$ cat src/hw/cmp_event_pkg.sv
// Constants shared by the comparator edge-event control block
package cmp_event_pkg;

    // Comparator control register field layout
    localparam int NEG_HYST_LSB = 0;
    localparam int POS_HYST_LSB = 2;
    localparam int HYST_W       = 2;

    // Hysteresis codes: 20 mV, 10 mV, 5 mV, off
    localparam logic [1:0] HYST_20MV = 2'h3;
    localparam logic [1:0] HYST_10MV = 2'h2;
    localparam logic [1:0] HYST_5MV  = 2'h1;
    localparam logic [1:0] HYST_OFF  = 2'h0;

    // Reset values
    localparam logic [3:0] CTRL_HYST_RST = 4'h0;
    localparam logic [1:0] MODE_RST      = 2'h2;
    localparam logic       ENABLE_RST    = 1'h0;

    // Synchroniser depth for the analog output
    localparam int SYNC_STAGES = 2;

endpackage

$ cat src/hw/comparator_edge_event_control.sv
// Comparator control, edge capture and interrupt request logic
//
// Behaviour
// - The four-bit hysteresis field sits in bits 3:0 of the control register and software writes it.
// - The negative hysteresis field selects 20 mV, 10 mV, 5 mV or off and drives the analog core.
// - The positive hysteresis field uses the same choices and works independently of the negative one.
// - Software writes a response time selection and slower choices mean lower core supply current.
// - A high-to-low change of the comparator output sets the falling-edge flag.
// - A low-to-high change of the comparator output sets the rising-edge flag.
// - Both edge flags hold once set until software writes them to zero.
// - The rising-edge flag requests an interrupt only while its enable is one.
// - The falling-edge flag requests an interrupt only while its enable is one.
// - A read-only status bit shows the comparator output level two core_clk cycles late, through the synchroniser.
// - The comparator is powered while the enable bit is one and off while it is zero.
// - Spurious edges may be recorded after enabling or after a hysteresis or response change.
module comparator_edge_event_control
    import cmp_event_pkg::*;
#(
    parameter int MODE_W = 2
) (
    // Clock and reset
    input  wire logic              core_clk,
    input  wire logic              rstn,
    // Control register write port
    input  wire logic              ctrl_wr,
    input  wire logic [3:0]        ctrl_hyst_wdata,
    input  wire logic              ctrl_enable_wdata,
    input  wire logic              ctrl_rise_flag_wdata,
    input  wire logic              ctrl_fall_flag_wdata,
    // Mode register write port
    input  wire logic              mode_wr,
    input  wire logic [MODE_W-1:0] mode_wdata,
    input  wire logic              mode_rise_ie_wdata,
    input  wire logic              mode_fall_ie_wdata,
    // Analog comparator output, asynchronous
    input  wire logic              comparator_out,
    // Controls to the analog core
    output logic                   comparator_enable_bit,
    output logic [1:0]             neg_hysteresis_sel,
    output logic [1:0]             pos_hysteresis_sel,
    output logic [MODE_W-1:0]      response_time_sel,
    // Status back to software
    output logic                   comparator_output_state,
    output logic                   rising_edge_flag,
    output logic                   falling_edge_flag,
    output logic                   rising_irq_enable,
    output logic                   falling_irq_enable,
    // Interrupt request
    output logic                   comparator_irq
);

    // Elaboration check: the mode field needs one to four bits
    if (MODE_W < 1 || MODE_W > 4) begin : g_bad_mode_w
        $error("MODE_W must lie between 1 and 4");
    end

    logic [3:0]        hyst_r;
    logic              enable_r;
    logic [MODE_W-1:0] mode_r;
    logic              rise_ie_r;
    logic              fall_ie_r;
    logic              sync1_r;
    logic              sync2_r;
    logic              prev_r;
    logic              rise_flag_r;
    logic              fall_flag_r;
    logic              irq_r;

    logic              rise_edge;
    logic              fall_edge;
    logic              rise_flag_nxt;
    logic              fall_flag_nxt;
    logic              irq_nxt;

    // Edge decode works only on the second synchroniser stage
    assign rise_edge = sync2_r & ~prev_r;
    assign fall_edge = ~sync2_r & prev_r;

    // Set wins over a clear in the same cycle so no edge is lost
    assign rise_flag_nxt = rise_edge |
        (ctrl_wr ? (rise_flag_r & ctrl_rise_flag_wdata) : rise_flag_r);
    assign fall_flag_nxt = fall_edge |
        (ctrl_wr ? (fall_flag_r & ctrl_fall_flag_wdata) : fall_flag_r);

    // Request follows the registered flags and masks
    assign irq_nxt = (rise_flag_r & rise_ie_r)
                   | (fall_flag_r & fall_ie_r);

    // Control register: hysteresis and enable
    always_ff @(posedge core_clk or negedge rstn) begin
        if (!rstn) begin
            hyst_r   <= CTRL_HYST_RST;
            enable_r <= ENABLE_RST;
        end else if (ctrl_wr) begin
            hyst_r   <= ctrl_hyst_wdata;
            enable_r <= ctrl_enable_wdata;
        end
    end

    // Mode register: response time and interrupt masks
    always_ff @(posedge core_clk or negedge rstn) begin
        if (!rstn) begin
            mode_r    <= MODE_W'(MODE_RST);
            rise_ie_r <= 1'h0;
            fall_ie_r <= 1'h0;
        end else if (mode_wr) begin
            mode_r    <= mode_wdata;
            rise_ie_r <= mode_rise_ie_wdata;
            fall_ie_r <= mode_fall_ie_wdata;
        end
    end

    // Two-stage synchroniser; the first stage feeds only the second
    always_ff @(posedge core_clk or negedge rstn) begin
        if (!rstn) begin
            sync1_r <= 1'h0;
            sync2_r <= 1'h0;
            prev_r  <= 1'h0;
        end else begin
            sync1_r <= comparator_out;
            sync2_r <= sync1_r;
            prev_r  <= sync2_r;
        end
    end

    // Edge flags; core settling after enable can set them falsely
    always_ff @(posedge core_clk or negedge rstn) begin
        if (!rstn) begin
            rise_flag_r <= 1'h0;
            fall_flag_r <= 1'h0;
            irq_r       <= 1'h0;
        end else begin
            rise_flag_r <= rise_flag_nxt;
            fall_flag_r <= fall_flag_nxt;
            irq_r       <= irq_nxt;
        end
    end

    // Outputs straight from flip-flops
    assign comparator_enable_bit   = enable_r;
    assign neg_hysteresis_sel      = hyst_r[NEG_HYST_LSB +: HYST_W];
    assign pos_hysteresis_sel      = hyst_r[POS_HYST_LSB +: HYST_W];
    assign response_time_sel       = mode_r;
    assign comparator_output_state = sync2_r;
    assign rising_edge_flag        = rise_flag_r;
    assign falling_edge_flag       = fall_flag_r;
    assign rising_irq_enable       = rise_ie_r;
    assign falling_irq_enable      = fall_ie_r;
    assign comparator_irq          = irq_r;

endmodule

$ cat config.mk
export PLATFORM = sky130hd
export DESIGN_NAME = comparator_edge_event_control
export DESIGN_NICKNAME = d
export VERILOG_FILES = /design/src/hw/cmp_event_pkg.sv /design/src/hw/comparator_edge_event_control.sv
export SDC_FILE = /design/constraint.sdc
export NUM_CORES = 1
export LEC_CHECK = 0
export ABC_AREA = 1
export ABC_CLOCK_PERIOD_IN_PS = 1600
export BUFFER_PORTS_ARGS = -buffer_cell sky130_fd_sc_hd__buf_4
export CELL_PAD_IN_SITES_DETAIL_PLACEMENT = 1
export CELL_PAD_IN_SITES_GLOBAL_PLACEMENT = 2
export CORE_MARGIN = 3
export CORE_UTILIZATION = 25
export CTS_CLUSTER_SIZE = 30
export DETAILED_ROUTE_END_ITERATION = 6
export GPL_TIMING_DRIVEN = 0
export PLACE_DENSITY_LB_ADDON = 0.1
export SETUP_SLACK_MARGIN = 0.1
export SYNTH_ARGS = -nofsm -noshare
export SYNTH_HDL_FRONTEND = slang
export SYNTH_SLANG_ARGS = --single-unit
$ cat constraint.sdc
create_clock -name core_clk -period 1.6 [get_ports core_clk]
set_input_delay 0.08 -clock core_clk [delete_from_list [all_inputs] [get_ports core_clk]]
set_output_delay 0.08 -clock core_clk [all_outputs]
set_load 0.01 [all_outputs]
==> metrics.cfg <==
[run_status]
outcome=finished, final reports clean

[clock_tree]
cts_resized=0
clockBufferDepth=2
clkTransAtPathRegs_ns=0.08
postCtsHoldBufs=3
postCtsSetupBuffers=0
cts_sinks=15
cts_tree=yes
root_buffer=clkbuf_4
cts_made_buffers=3
clk_latency_ns=0.27
h-tree-depth=1

[final_layout]
drive_gt1_share_pct=35.5
layout.area.seq_um2=377
n_antenna_cell=0
final_util_pct=42.0
syn2layout_area_growth_pct=53.9
final_nets=110
fillers=256
multiInputGateArea_um2=120

[drt]
dr.pass1.iters=1
via_per_inst=3.95
drc=0
drt-total-wl_um=1190
wl_per_cell_um=9.90
drt_iter0_markers=0
vias=474
ant_nets=0

[floorplanning]
coreArea_mm2=0.00204
start_util_pct=27.3
die_area_mm2=0.00283
die_h_um=53.2
fp.dieW_um=53.2
io_pins=29
rows=16

[global_routing]
grt_pass1_vias=472
overflow=0
grt_max_degree=16
grt_pass1_wl_um=2040
antenna_found_initial=0
grt.total_usage_pct=10.2

[logic_synthesis]
yosysSeqAreaShare_pct=67.6
postSynthAreaPerCell_um2=9.60
ys.flop_type=dfrtp_1
syn_area_um2=557
synth_commonest_cells=20 x nand2_1, 14 x dfrtp_1, 13 x inv_1
synth.area.top_cells=dfrtp_1 63%, nand2_1 13%, inv_1 8.8%
ys_warn_count=0
synth_top_area_cell=dfrtp_1
yosys.cell_count.top_type=nand2_1
syn-num-nets=74
ys_ff_latch=15
ys_types=7
synth_edf_count=0
async_reset_ff_share_pct=100
yosysTopAreaCellShare_pct=62.9
netlist_instances=58

[power_and_ir_drop]
p_int_w=0.000594
p_comb_share_pct=18.6
seq_power_share_pct=55.0
max-vdd-ir-drop_uv=379
pwr_density_cell_mw_per_mm2=921
p_sw_share_pct=24.8
p_clk_share_pct=26.4
p_sw_w=0.000196
p_leak_nw=0.470

[setup_path]
cp.arrival_ns=0.94
path_class=register to primary output
crit_buf_inv=1
slowest_delay_ns=0.55
cp_cell_sequence=buf_4
slowest_stage=dfstp_2
critPathTopFamily=flip-flops
worstSetupStartpointType=register
end_kind=primary output
crit_required_ns=1.52
cp_max_fo=2

[timing]
slew_headroom_pct=87.2
tightest_slew_ns=0.192
max_freq_ghz=0.985
period_needed_ns=1.02
clock_skew_ns=0.00188
rsz0062_at_grt=false
hold_viol_final=0
fin_setup_tns_ns=0
final_max_slew_viol_count=0
min_period_over_period_pct=63.5
setup_viol_count_final=0

[placement]
gp_congestion=0.558
hpwl_um=902
portBuffers=28

[job]
cap_viol_max_count=0

[min_path]
hp-class=input port to register

per-layer routing:
layer	GRT usage, %	routed length (µm)	share of wire (%)	vias up
met5	0	0	0	-
met4	6.38	9	0.76	0
met3	3.10	98	8.2	2
met2	15.5	568	48	14
met1	12.5	511	43	218
li1	-	-	-	240
registers in the layout, indices dropped and copies added (netlist names):
name                     flops
rising_edge_flag             1
prev_r                       1
comparator_output_state      1
falling_irq_enable           1
sync1_r                      1
comparator_irq               1
response_time_sel            2
rising_irq_enable            1
hyst_r                       4
comparator_enable_bit        1
falling_edge_flag            1
power groups by stage:
stage | sequential (W) | combinational (W) | clock (W)
after global placement | 0.000441 | 0.000142 | 0
final | 0.000434 | 0.000147 | 0.000208
after global routing | 0.000440 | 0.000166 | 0.000244
after floorplan | 0.000455 | 0.0000347 | 0
after CTS | 0.000435 | 0.000151 | 0.000222
after detailed placement | 0.000442 | 0.000145 | 0
tightest hold or removal path, cell delays in order:
cell     delay [ns]
buf_4          0.08
nand2_1        0.04
o21ai_0        0.06
metrics by stage:
| step | power (W) | setup WS [ns] | hold slack (ns) | std cells | cell area, µm² |
|---|---|---|---|---|---|
| floorplan | 0.000490 | 0.832 | -0.216 | 58 | 557 |
| global placement | 0.000583 | 0.853 | -0.0537 | 113 | 801 |
| detailed placement | 0.000588 | 0.811 | -0.0541 | 113 | 801 |
| CTS | 0.000808 | 0.568 | 0.00151 | 120 | 857 |
| global route | 0.000850 | 0.533 | 0.00269 | 120 | 857 |
| finish | 0.000790 | 0.584 | 0.0128 | 120 | 857 |
path summary, 6_finish.rpt:
path                                       from                      end  slack, ns  cells past startpoint
min                          mode_rise_ie_wdata        rising_irq_enable       0.01                      3
max in group asynchronous                  rstn     response_time_sel[1]       1.17                      2
max                        response_time_sel[1]     response_time_sel[1]       0.58                      1
min in group asynchronous                  rstn         rising_edge_flag       0.19                      2
max reg2reg                response_time_sel[1]     response_time_sel[1]       0.82                      2
min reg2reg                             sync1_r  comparator_output_state       0.35                      0
final cells by class:
class | instances | area share [%]
inverters | 13 | 5.69
plain buffers | 1 | 1.31
repair buffers | 31 | 28.0
flip-flops and latches | 15 | 43.9
multi-input cells | 29 | 14.0
clock buffers | 4 | 3.07
well taps | 27 | 3.94
placed cells by master, fill, tap and decap left out:
master,instances
o21ai_0,4
inv_1,13
buf_4,28
dfstp_2,1
dlygate4sd3_1,3
nand2_1,20
dfrtp_1,14
o21ai_1,5
buf_6,1
clkbuf_1,1
clkbuf_4,3
cells by family after synthesis:
group	share of synthesized area [%]
AO/OA/AOI/OAI	8.09
flip-flops	67.6
AND/OR/NAND/NOR	13.5
buffers and inverters	10.8
(Power assumes the default switching activity.)
